`src/train_pkg.sv`:
```
// Package for the DRAM training traffic generator: register map, field layout, reset values,
// request and answer carriers.
// Assumes a 32-bit APB slave and single-clock logic.
// Overview of operation
// - Setting training mode flushes the stride predictor table.
// - After stride detection, prefetch back to back until limit, then clear mode.
// - Prefetched data is held and serves later reads to strided addresses.
// - With leak limit 00b, writes below the burst watermark are not forwarded.
// - Write flush drains pending writes and self-clears when finished.
// - Held writes go out as one burst at the limit or on a new flush.
package train_pkg;
	localparam logic [11:0] CFG_OFS = 12'h000;
	localparam logic [11:0] STAT_OFS = 12'h004;
	localparam logic [11:0] LAT_OFS = 12'h008;
	// Control register field positions
	localparam int TRAIN_BIT = 0;
	localparam int FLUSH_BIT = 1;
	localparam int LEAK_LO = 2;
	localparam int WLIM_LO = 4;
	localparam int PLIM_LO = 12;
	localparam logic [1:0] LEAK_NONE = 2'h0;
	localparam logic [7:0] WLIM_RST = 8'h10;
	localparam logic [7:0] PLIM_RST = 8'h00;
	localparam logic [1:0] LEAK_RST = 2'h3;
	localparam logic [9:0] LAT_RST = 10'h000;
	localparam logic [31:0] LINE_BYTES = 32'h00000040;
	localparam logic [31:0] PAGE_MASK = 32'hFFFFF000;
	// Core-side read request and answer
	typedef struct packed {
		logic valid;
		logic [31:0] addr;
	} rd_req_t;
	typedef struct packed {
		logic valid;
		logic hit;
		logic [63:0] data;
	} rd_rsp_t;
	// Write request
	typedef struct packed {
		logic valid;
		logic [31:0] addr;
		logic [63:0] data;
	} wr_req_t;
endpackage : train_pkg

```
`src/dram_training_traffic_gen.sv`:
```
// DRAM training traffic generator: prefetch training mode and write bursting with APB registers.
// Assumes core reads and DRAM returns on the same clock as the APB bus.
//
// Added by the designer: register access over APB and the register addresses.
`timescale 1ns/1ps
`default_nettype none
module dram_training_traffic_gen #(
	parameter int BUF_DEPTH = 32,
	parameter int BUF_AW = 5
) (
	// Clock and reset
	input wire logic clk,
	input wire logic rst_n,
	// APB slave
	input wire logic psel,
	input wire logic penable,
	input wire logic pwrite,
	input wire logic [11:0] paddr,
	input wire logic [31:0] pwdata,
	output logic [31:0] prdata,
	output logic pready,
	output logic pslverr,
	// Core reads
	input wire train_pkg::rd_req_t rd_req,
	output train_pkg::rd_rsp_t rd_rsp,
	// DRAM prefetch reads
	output train_pkg::rd_req_t pf_req,
	input wire logic pf_ready,
	input wire logic pf_data_valid,
	input wire logic [63:0] pf_data,
	// Writes
	input wire train_pkg::wr_req_t wr_in,
	output logic wr_ready,
	output train_pkg::wr_req_t wr_out,
	input wire logic ch_ready,
	// Latency setting out to the read path
	output logic [9:0] max_read_latency
);
	typedef enum logic [1:0] {PF_IDLE, PF_SEEN, PF_RUN} pf_state_t;
	pf_state_t state_r;
	logic train_r;
	logic flush_pulse_r;
	logic [1:0] leak_r;
	logic [7:0] wlim_r;
	logic [7:0] plim_r;
	logic [9:0] lat_r;
	logic [31:0] last_addr_r;
	logic [31:0] next_addr_r;
	logic [7:0] issued_r;
	logic [7:0] filled_r;
	logic [31:0] base_r;
	logic [63:0] buf_mem [BUF_DEPTH];
	logic flush_busy;
	// Stride check: next line and same 4 KB page
	function automatic logic is_stride(input logic [31:0] prev, input logic [31:0] cur);
		is_stride = (cur == prev + train_pkg::LINE_BYTES) &&
			((cur & train_pkg::PAGE_MASK) == (prev & train_pkg::PAGE_MASK));
	endfunction : is_stride
	// APB decode
	wire acc = psel && penable;
	wire wr_cfg = acc && pwrite && (paddr == train_pkg::CFG_OFS);
	wire wr_lat = acc && pwrite && (paddr == train_pkg::LAT_OFS);
	wire mapped = (paddr == train_pkg::CFG_OFS) || (paddr == train_pkg::STAT_OFS) || (paddr == train_pkg::LAT_OFS);
	wire set_train = wr_cfg && pwdata[train_pkg::TRAIN_BIT];
	wire clr_train = wr_cfg && !pwdata[train_pkg::TRAIN_BIT];
	wire pf_fire = (state_r == PF_RUN) && pf_ready && (issued_r != plim_r);
	wire pf_done = (state_r == PF_RUN) && (issued_r == plim_r);
	wire [31:0] cfg_val = {12'h000, plim_r, wlim_r, leak_r, flush_busy, train_r};
	wire [31:0] stat_val = {22'h000000, 8'h00, flush_busy, train_r};
	wire [31:0] rd_val = (paddr == train_pkg::CFG_OFS) ? cfg_val :
		(paddr == train_pkg::STAT_OFS) ? stat_val :
		(paddr == train_pkg::LAT_OFS) ? {22'h000000, lat_r} : 32'h00000000;
	// Buffer lookup for later strided reads
	wire [31:0] rd_off = rd_req.addr - base_r;
	wire [31:0] rd_line = rd_off >> 6;
	wire buf_hit = (state_r != PF_RUN) && (rd_line < {24'h000000, filled_r}) && (rd_off[5:0] == 6'h00)
		&& (rd_line < BUF_DEPTH);
	assign pready = 1'b1;
	assign pslverr = acc && !mapped;
	assign max_read_latency = lat_r;
	// APB registers
	always_ff @(posedge clk or negedge rst_n)
	begin
		if (!rst_n)
		begin
			leak_r <= train_pkg::LEAK_RST;
			wlim_r <= train_pkg::WLIM_RST;
			plim_r <= train_pkg::PLIM_RST;
			lat_r <= train_pkg::LAT_RST;
			flush_pulse_r <= 1'b0;
			prdata <= '0;
		end
		else
		begin
			flush_pulse_r <= wr_cfg && pwdata[train_pkg::FLUSH_BIT];
			if (wr_cfg)
			begin
				leak_r <= pwdata[train_pkg::LEAK_LO +: 2];
				wlim_r <= pwdata[train_pkg::WLIM_LO +: 8];
				plim_r <= pwdata[train_pkg::PLIM_LO +: 8];
			end
			if (wr_lat)
				lat_r <= pwdata[9:0];
			if (psel && !penable && !pwrite)
				prdata <= rd_val;
		end
	end
	// Training mode bit: software sets or clears, hardware clears at the limit
	always_ff @(posedge clk or negedge rst_n)
	begin
		if (!rst_n)
			train_r <= 1'b0;
		else if (set_train)
			train_r <= 1'b1;
		else if (clr_train || pf_done)
			train_r <= 1'b0;
	end
	// Stride predictor and prefetch issue
	always_ff @(posedge clk or negedge rst_n)
	begin
		if (!rst_n)
		begin
			state_r <= PF_IDLE;
			last_addr_r <= '0;
			next_addr_r <= '0;
			issued_r <= '0;
			base_r <= '0;
		end
		else if (set_train)
		begin
			state_r <= PF_SEEN;
			last_addr_r <= '0;
			issued_r <= '0;
		end
		else
		begin
			case (state_r)
				PF_SEEN:
					if (rd_req.valid && train_r)
					begin
						last_addr_r <= rd_req.addr;
						if (issued_r == 8'h01 && is_stride(last_addr_r, rd_req.addr))
						begin
							state_r <= PF_RUN;
							base_r <= last_addr_r;
							next_addr_r <= last_addr_r;
							issued_r <= '0;
						end
						else
							issued_r <= 8'h01;
					end
				PF_RUN:
					if (pf_done)
						state_r <= PF_IDLE;
					else if (pf_fire)
					begin
						issued_r <= issued_r + 8'h01;
						next_addr_r <= next_addr_r + train_pkg::LINE_BYTES;
					end
				default:
					state_r <= state_r;
			endcase
		end
	end
	// Prefetch request, registered; the two seed reads are refetched too
	always_ff @(posedge clk or negedge rst_n)
	begin
		if (!rst_n)
			pf_req <= '0;
		else
		begin
			pf_req.valid <= pf_fire;
			pf_req.addr <= next_addr_r;
		end
	end
	// Prefetch data capture in order of return
	always_ff @(posedge clk or negedge rst_n)
	begin
		if (!rst_n)
			filled_r <= '0;
		else if (set_train)
			filled_r <= '0;
		else if (pf_data_valid && filled_r < BUF_DEPTH)
			filled_r <= filled_r + 8'h01;
	end
	always_ff @(posedge clk)
	begin
		if (pf_data_valid && filled_r < BUF_DEPTH)
			buf_mem[filled_r[BUF_AW-1:0]] <= pf_data;
	end
	// Read answer from the prefetch buffer
	always_ff @(posedge clk or negedge rst_n)
	begin
		if (!rst_n)
			rd_rsp <= '0;
		else
		begin
			rd_rsp.valid <= rd_req.valid;
			rd_rsp.hit <= rd_req.valid && buf_hit;
			rd_rsp.data <= buf_mem[rd_line[BUF_AW-1:0]];
		end
	end
	// Write burst path
	write_burst #(.DEPTH(16), .AW(4)) u_wb (
		.clk(clk),
		.rst_n(rst_n),
		.leak_limit(leak_r),
		.burst_limit(wlim_r),
		.flush_req(flush_pulse_r),
		.flush_busy(flush_busy),
		.wr_in(wr_in),
		.wr_ready(wr_ready),
		.wr_out(wr_out),
		.ch_ready(ch_ready)
	);
endmodule : dram_training_traffic_gen
`default_nettype wire

```
`src/write_burst.sv`:
```
// Write burst gatherer: holds streamed writes and releases them as one burst.
// Assumes the channel side accepts a write whenever ch_ready is high.
`timescale 1ns/1ps
`default_nettype none
module write_burst #(
	parameter int DEPTH = 16,
	parameter int AW = 4
) (
	// Clock and reset
	input wire logic clk,
	input wire logic rst_n,
	// Control
	input wire logic [1:0] leak_limit,
	input wire logic [7:0] burst_limit,
	input wire logic flush_req,
	output logic flush_busy,
	// Incoming writes
	input wire train_pkg::wr_req_t wr_in,
	output logic wr_ready,
	// Channel side
	output train_pkg::wr_req_t wr_out,
	input wire logic ch_ready
);
	train_pkg::wr_req_t mem [DEPTH];
	logic [AW:0] count_r;
	logic [AW-1:0] rd_r;
	logic [AW-1:0] wr_r;
	logic drain_r;
	logic flush_r;
	wire hold_all = (leak_limit == train_pkg::LEAK_NONE);
	wire full = (count_r == (AW+1)'(DEPTH));
	wire at_limit = ({1'b0, count_r} >= {1'b0, burst_limit[AW:0]}) && (count_r != '0);
	wire can_pop = (count_r != '0) && ch_ready && (drain_r || !hold_all);
	wire push = wr_in.valid && wr_ready;
	assign wr_ready = !full && !flush_r;
	assign flush_busy = flush_r;
	// Pointers and count
	always_ff @(posedge clk or negedge rst_n)
	begin
		if (!rst_n)
		begin
			count_r <= '0;
			rd_r <= '0;
			wr_r <= '0;
		end
		else
		begin
			if (push)
				mem[wr_r] <= wr_in;
			wr_r <= wr_r + AW'(push);
			rd_r <= rd_r + AW'(can_pop);
			count_r <= count_r + (AW+1)'(push) - (AW+1)'(can_pop);
		end
	end
	// Burst release: writes below the watermark stay held when leaking is off
	always_ff @(posedge clk or negedge rst_n)
	begin
		if (!rst_n)
		begin
			drain_r <= 1'b0;
			flush_r <= 1'b0;
		end
		else
		begin
			if (flush_req || (hold_all && at_limit))
				drain_r <= 1'b1;
			else if (count_r == '0 || (count_r == 1 && can_pop))
				drain_r <= 1'b0;
			if (flush_req)
				flush_r <= 1'b1;
			else if (count_r == '0 || (count_r == 1 && can_pop))
				flush_r <= 1'b0;
		end
	end
	// Output register stage
	always_ff @(posedge clk or negedge rst_n)
	begin
		if (!rst_n)
			wr_out <= '0;
		else
		begin
			wr_out <= mem[rd_r];
			wr_out.valid <= can_pop;
		end
	end
endmodule : write_burst
`default_nettype wire
```
`config.mk`:
```
export PLATFORM = sky130hd
export DESIGN_NAME = dram_training_traffic_gen
export DESIGN_NICKNAME = d
export VERILOG_FILES = /design/src/train_pkg.sv /design/src/dram_training_traffic_gen.sv /design/src/write_burst.sv
export SDC_FILE = /design/constraint.sdc
export NUM_CORES = 2
export LEC_CHECK = 0
export BUFFER_PORTS_ARGS = -buffer_cell sky130_fd_sc_hd__buf_4
export CAP_MARGIN = 20
export CORE_UTILIZATION = 54
export DETAILED_ROUTE_END_ITERATION = 12
export PLACE_DENSITY_LB_ADDON = 0.3
export REMOVE_ABC_BUFFERS = 1
export SETUP_SLACK_MARGIN = 0.05
export SLEW_MARGIN = 20
export SYNTH_ARGS = -nofsm -noshare
export SYNTH_HDL_FRONTEND = slang
export SYNTH_HIERARCHICAL = 1
export SYNTH_SLANG_ARGS = --single-unit
```
`constraint.sdc`:
```
create_clock -name clk -period 13.7 [get_ports clk]
set_input_delay 2.055 -clock clk [delete_from_list [all_inputs] [get_ports clk]]
set_output_delay 2.055 -clock clk [all_outputs]
set_load 0.1 [all_outputs]
```
---- Word level (Yosys, flattened, before mapping) ----
Memories as Yosys holds them, arrays and structs flattened. A register that Yosys moved wholly into a read port is not among the register bits.
Cells that the tools add are included.
Widths: inputs -> output; s select.
word-level totals
  flip-flop bits (word level) ............. 227
  memory bits (writable) .................. 3600
  bits of input ports ..................... 246
  output and inout port bits .............. 241
  word-level logic and storage cells ...... 155
  memories ................................ 2
operators by class
  add/subtract/negate cells ............... 9
  magnitude comparators ................... 4
  equal/unequal tests ..................... 21
  mux-type cells .......................... 33
  bitwise operators ....................... 1
  reduce and logical (&&, ||, !) cells .... 62
memory list
  name      depth  width  read ports  clocked after Yosys merged registers in  wr ports  line                             RTL
  buf_mem   32     64     1           1                                        1         dram_training_traffic_gen.sv:52  logic [63:0] buf_mem [BUF_DEPTH];
  u_wb.mem  16     97     1           1                                        1         write_burst.sv:24                train_pkg::wr_req_t mem [DEPTH];
operators with widths
  operator               count
  $mux 32                7
  $add 32x7->32 const B  2
  $pmux 32 s2            1
  $mux 8                 6
  $eq 32x32->1           1
  $sub 32x32->32         1
  $logic_and 1x1->1      29
  $lt 26x6->1 const B    1
  $lt 26x8->1            1
  $eq 20x20->1           1
  $mux 10                2
  $mux 20                1
  $add 8x1->8 const B    2
  $pmux 8 s2             1
  $ne 3x3->1 const B     5
  $reduce_bool 2->1      7
  $eq 12x3->1 const B    1
  $eq 12x4->1 const B    1
  $logic_not 12->1       1
  $reduce_and 4->1       3
  $mux 1                 10
  $ne 2x2->1 const B     5
  $logic_not 1->1        9
  $add 4x1->4            2
  22 further kinds       30

---- Logic depth before layout (Yosys ltp) ----
  depth in word-level cells ............... 8
  mapped depth ............................ 24
  gate-level depth less buffers ........... 20

---- By module ----
Netlist, hierarchy kept.
by module, submodules not included
  module                     instances  cells an instance  area an instance (um^2)  sequential area each (um^2)
  dram_training_traffic_gen  1          4810               90459.3                  68084.0
  write_burst                1          2540               60740.8                  48926.9

---- Least setup slack after synthesis ----
Ideal clock, no wire load.
  path type ............................... input port to flip-flop
  start ................................... input port wr_in[96] in the netlist's numbering
  end ..................................... memory u_wb/mem[2][0] in the netlist's numbering (enable)
  arrival ................................. 6.746 ns
  setup slack ............................. 6.402 ns
  cell stages on the path ................. 3
  buffers on the path ..................... 0
  cell sequence ........................... nor3b_4 > or3b_1 > nor2_1
on the way
  longest elaborated chain between the ends .. 4
RTL lines
  element                                  line                             RTL
  start, declared                          dram_training_traffic_gen.sv:32  input wire train_pkg::wr_req_t wr_in,
  $logic_and 1x1->1                        write_burst.sv:34                wire push = wr_in.valid && wr_ready;
  $mux 1                                   write_burst.sv:48                if (push)
  $logic_and 1x1->1 (implied by the code)  write_burst.sv:49                mem[wr_r] <= wr_in;
  $mux 1 (implied by the code)             write_burst.sv:49
  end, declared                            write_burst.sv:24
Every way passes these cells.

---- Final worst setup path ----
  start ................................... input port rd_req[0] in the netlist's numbering
  end ..................................... register rd_rsp[64] in the netlist's numbering
on the way
  longest elaborated chain between the ends .. 6
RTL lines
  element                         line                              RTL
  start, declared                 dram_training_traffic_gen.sv:24   input wire train_pkg::rd_req_t rd_req,
  $sub 32x32->32 (*)              dram_training_traffic_gen.sv:74   wire [31:0] rd_off = rd_req.addr - base_r;
  $lt 26x8->1                     dram_training_traffic_gen.sv:76   wire buf_hit = (state_r != PF_RUN) && (rd_line < {24'h000000, filled_r}) && (rd_off[5:0] == 6'h00)
  $logic_and 1x1->1 (2 in a row)  dram_training_traffic_gen.sv:76
  $logic_and 1x1->1 (*)           dram_training_traffic_gen.sv:77   && (rd_line < BUF_DEPTH);
  $logic_and 1x1->1 (*)           dram_training_traffic_gen.sv:199  rd_rsp.hit <= rd_req.valid && buf_hit;
  end, declared                   dram_training_traffic_gen.sv:25   output train_pkg::rd_rsp_t rd_rsp,
Mark *: on every way between the ends. The rest lies on a longest branch, timed or not.
A chain may end at the register's enable or synchronous reset.

==> results.cfg <==
[clock_tree]
clk_pin_slew_ns = 0.06
cts.htree.levels = 5
cts-root-buf = clkbuf_16
cts.repair.resized = 0
cts_tree = done
clkSinkCount = 3959
clk_latency_ns = 0.97
numCtsBuffers = 390
clockBufferDepth = 4
ctsHoldBuffers = 0
cts_setup_buffers = 0

[min_path]
min_to = pf_req[3]
hp-class = register to register
hold_depth = 0
hold_start = next_addr_r[3]

[placement]
gp_congestion = 0.807
port_buffers = 461
place_ws_ns = 5.63
place_hpwl_um = 192000

[finish]
area_delta_synth_final_pct = 14.0
drive_gt1_share_pct = 27.2
fin_nets = 8283
fillCellCount = 18595
final_util_pct = 62.1

[yosys]
ys_top_cells_by_area = edfxtp_1 71%, mux4_2 14%, dfrtp_1 6.2%
netlist.area_leader.share_pct = 71.2
yosysTopAreaCell = edfxtp_1
yosysWarningCount = 6
postSynthAreaPerCell_um2 = 20.6
ys.flop_type = edfxtp_1
netlist_area_mm2 = 0.151
synth-seq-cells = 3959
synthArstFlopShare_pct = 9.47
synth_edf_count = 3584
yosysUniqueCellTypes = 80
syn-instance-count = 7350
seq_area_frac_synth_pct = 77.4

[route]
vias = 75721
remaining_drc_errors = 0
viasPerCell = 6.29
wl_um = 370000
drt_iter0_markers = 8980
wl_per_cell_um = 30.7
ant_nets = 0
dr.pass1.iters = 6

[timing]
final_max_slew_viol_count = 0
fin_ws_ns = 6.59
timing.fmax_mhz = 141
min_period_ns = 7.11
slew_headroom_pct = 20.0
worst_slew_pin_slew_ns = 1.20
finalClockSkew_ns = 0.0731
fin_crit_sh_pct = 51.9
hold_viol_final = 0
rsz0062_at_grt = false
finalSetupViolations = 0
timing.setup.tns_ns = 0

[power]
p_per_area_mw_per_mm2 = 174
irDropWorstVdd_mv = 0.158
power.leakage_nw = 57.5

[flow_run]
cap_violations = 0

[die]
die-height_um = 531
initial_core_util_pct = 54.5
die_w_um = 531
core_area_mm2 = 0.277
io_pins = 487
die_area_mm2 = 0.282
rows = 193

[worst_setup_path]
endpoint_kind = register
critPathMaxStageDelay_ns = 0.73
path_cells = buf_4 -> inv_1 -> ha_1 -> inv_1 -> fa_1 -> a211oi_2 -> o21ai_1 -> a31oi_1 -> xor2_4 -> buf_4 -> inv_8 -> ha_1 -> nand2_1 -> nor2_1 -> a211oi_1 -> o32ai_1 -> a2111o_1 -> or4_1 -> nor4_1 -> nand4_1 -> nor4b_2
r2r_start = base_r[0]
crit_path_max_fanout = 85
worst_ep_arrival_time_ns = 7.96
crit_slowest_cell = buf_4
r2r_cells = 19
critPathBufInv = 5
regToRegEndpoint = rd_rsp[64]
startpoint_type = primary input
r2r_setup_slack_ns = 7.59
setup.worst_path.class = primary input to register
crit_required_ns = 14.55
cpLargestDelayFamily = compound AO/OA/AOI/OAI gates

[grt]
antenna_found_initial = 69
first_global_vias = 77353
grt_max_degree = 110
grt_use_total_pct = 26.3
grt-ovfl-total = 0
grt_pass1_wl_um = 534000

[outcome]
status = finished clean
==> kinds of logic after synthesis <==
kind of cell               count (synthesis)  share of synthesized area [%]
DFF                                     3959                           77.4
adders and majority gates                 63                          0.531
xor gates and xnor gates                  74                          0.434
other                                      2                        0.00497
and+or+nand+nor                         1214                           3.47
muxes                                    955                           13.9
buffers and inverters                    465                           1.45
AOI/OAI and AO/OA                        618                           2.85
==> worst register-to-register path, delay by kind of cell, from the launching register on <==
family | cells | cell delay (ns)
compound gates | 6 | 1.74
simple gates | 6 | 1.41
buf+inv | 3 | 1.27
fa+ha+maj | 3 | 1.10
flops | 1 | 0.34
xor+xnor | 1 | 0.19
==> area by class of cell <==
cell class                      count  area (um2)  area share [%]
Tap cell                         3705        4640            2.69
Sequential cell                  3959      117000            67.9
Clock inverter                    197        2350            1.36
Antenna cell                       29        72.6          0.0421
Inverter                           71         279           0.162
Clock buffer                      528       10600            6.16
Multi-Input combinational cell   2937       32600            18.9
Timing Repair Buffer              615        4810            2.79
==> cells in the mapped netlist (all sizes together) (4+ instances only) <==
| master | n |
|---|---|
| a22oi | 194 |
| clkbuf | 177 |
| mux2i | 4 |
| and2 | 10 |
| or3b | 4 |
| a211oi | 6 |
| mux2 | 44 |
| xnor2 | 33 |
| nand3 | 164 |
| o22ai | 9 |
| o21bai | 5 |
| nor2b | 13 |
| and4 | 4 |
| o22a | 4 |
| a21o | 13 |
| nor2 | 135 |
| mux4 | 907 |
| o21ai | 99 |
| nor3b | 8 |
| dfrtp | 372 |
| ha | 61 |
| nor3 | 14 |
| o211ai | 8 |
| nand4 | 15 |
| edfxtp | 3584 |
| buf | 217 |
| and3 | 64 |
| a21oi | 123 |
| a221oi | 13 |
| xor2 | 41 |
| inv | 71 |
| a311oi | 52 |
| o31ai | 5 |
| nand3b | 8 |
| a31o | 53 |
| o21a | 5 |
| nand2b | 5 |
| nand2 | 745 |
| a31oi | 8 |
| nor4 | 14 |
==> how the worst max path moves through the flow <==
stage | start | to | slack, ns | cells after the start
2_1_floorplan | rd_req[2] | rd_rsp[64] | -17.50 | 14
3_3_place_gp | rd_req[0] | rd_rsp[64] | 5.54 | 21
3_5_place_dp | rd_req[0] | rd_rsp[64] | 5.63 | 21
4_1_cts | rd_req[0] | rd_rsp[64] | 6.62 | 21
5_1_grt | rd_req[0] | rd_rsp[64] | 6.34 | 21
6_report | rd_req[0] | rd_rsp[64] | 6.59 | 21
==> placed cells by master, fill, tap and decap left out, types with 9 or more instances in the layout <==
cell / count
buf_12: 9
conb_1: 13
and3_1: 63
a31o_2: 41
nand3_1: 164
mux2_2: 44
clkbuf_1: 107
bufinv_16: 37
a221oi_1: 13
a22oi_1: 193
clkinv_2: 61
a21oi_1: 119
clkinv_1: 49
diode_2: 29
nor2_1: 85
edfxtp_1: 3584
dfrtp_1: 370
o21ai_1: 16
clkbuf_8: 28
a311oi_1: 52
clkinv_16: 11
a21o_1: 13
nor4_1: 13
ha_1: 61
clkbuf_16: 393
inv_1: 69
nor2_4: 50
a31o_1: 12
o21ai_0: 82
xor2_1: 37
nand4_1: 15
xnor2_1: 32
o22ai_1: 9
nor2b_1: 10
mux4_2: 907
buf_4: 599
nor3_1: 13
nand2_1: 745
clkinvlp_4: 15
==> power breakdown <==
| group | internal, W | total (W) | leakage (nW) | switching (W) |
|---|---|---|---|---|
| Combinational | 0.00188 | 0.00534 | 14.3 | 0.00346 |
| Clock | 0.00618 | 0.0107 | 6.28 | 0.00455 |
| Sequential | 0.0137 | 0.0139 | 36.9 | 0.000272 |
| Total | 0.0217 | 0.0300 | 57.5 | 0.00829 |
==> state kept, by name, summed over array words and instances, names as in the netlist, 20 cells and up <==
name / count
last_addr_r: 32
prdata: 20
pf_req: 33
rd_rsp: 66
u_wb/mem: 1536
buf_mem: 2048
u_wb/wr_out: 97
next_addr_r: 32
base_r: 32
==> metrics by stage <==
stage	std cells	area, um2	hold WS, ns	power, W
floorplan	6967	149000	0.350	0.0198
global placement	11284	159000	0.362	0.0195
detailed placement	11284	159000	0.362	0.0195
CTS	12009	172000	0.380	0.0302
global route	12021	172000	0.397	0.0309
finish	12041	172000	0.380	0.0300
==> layer usage <==
layer  vias to the layer above  wire [um]  part of all wire [%]  GRT usage (%)
met5                         -        250                 0.068              0
met4                        40       9270                   2.5           6.85
met3                       647      33100                   9.0           5.18
met2                      3492     189000                    51           45.1
met1                     40308     138000                    37           34.6
li1                      31234          -                     -              -
Note: power is estimated with default switching activity, not from simulation.
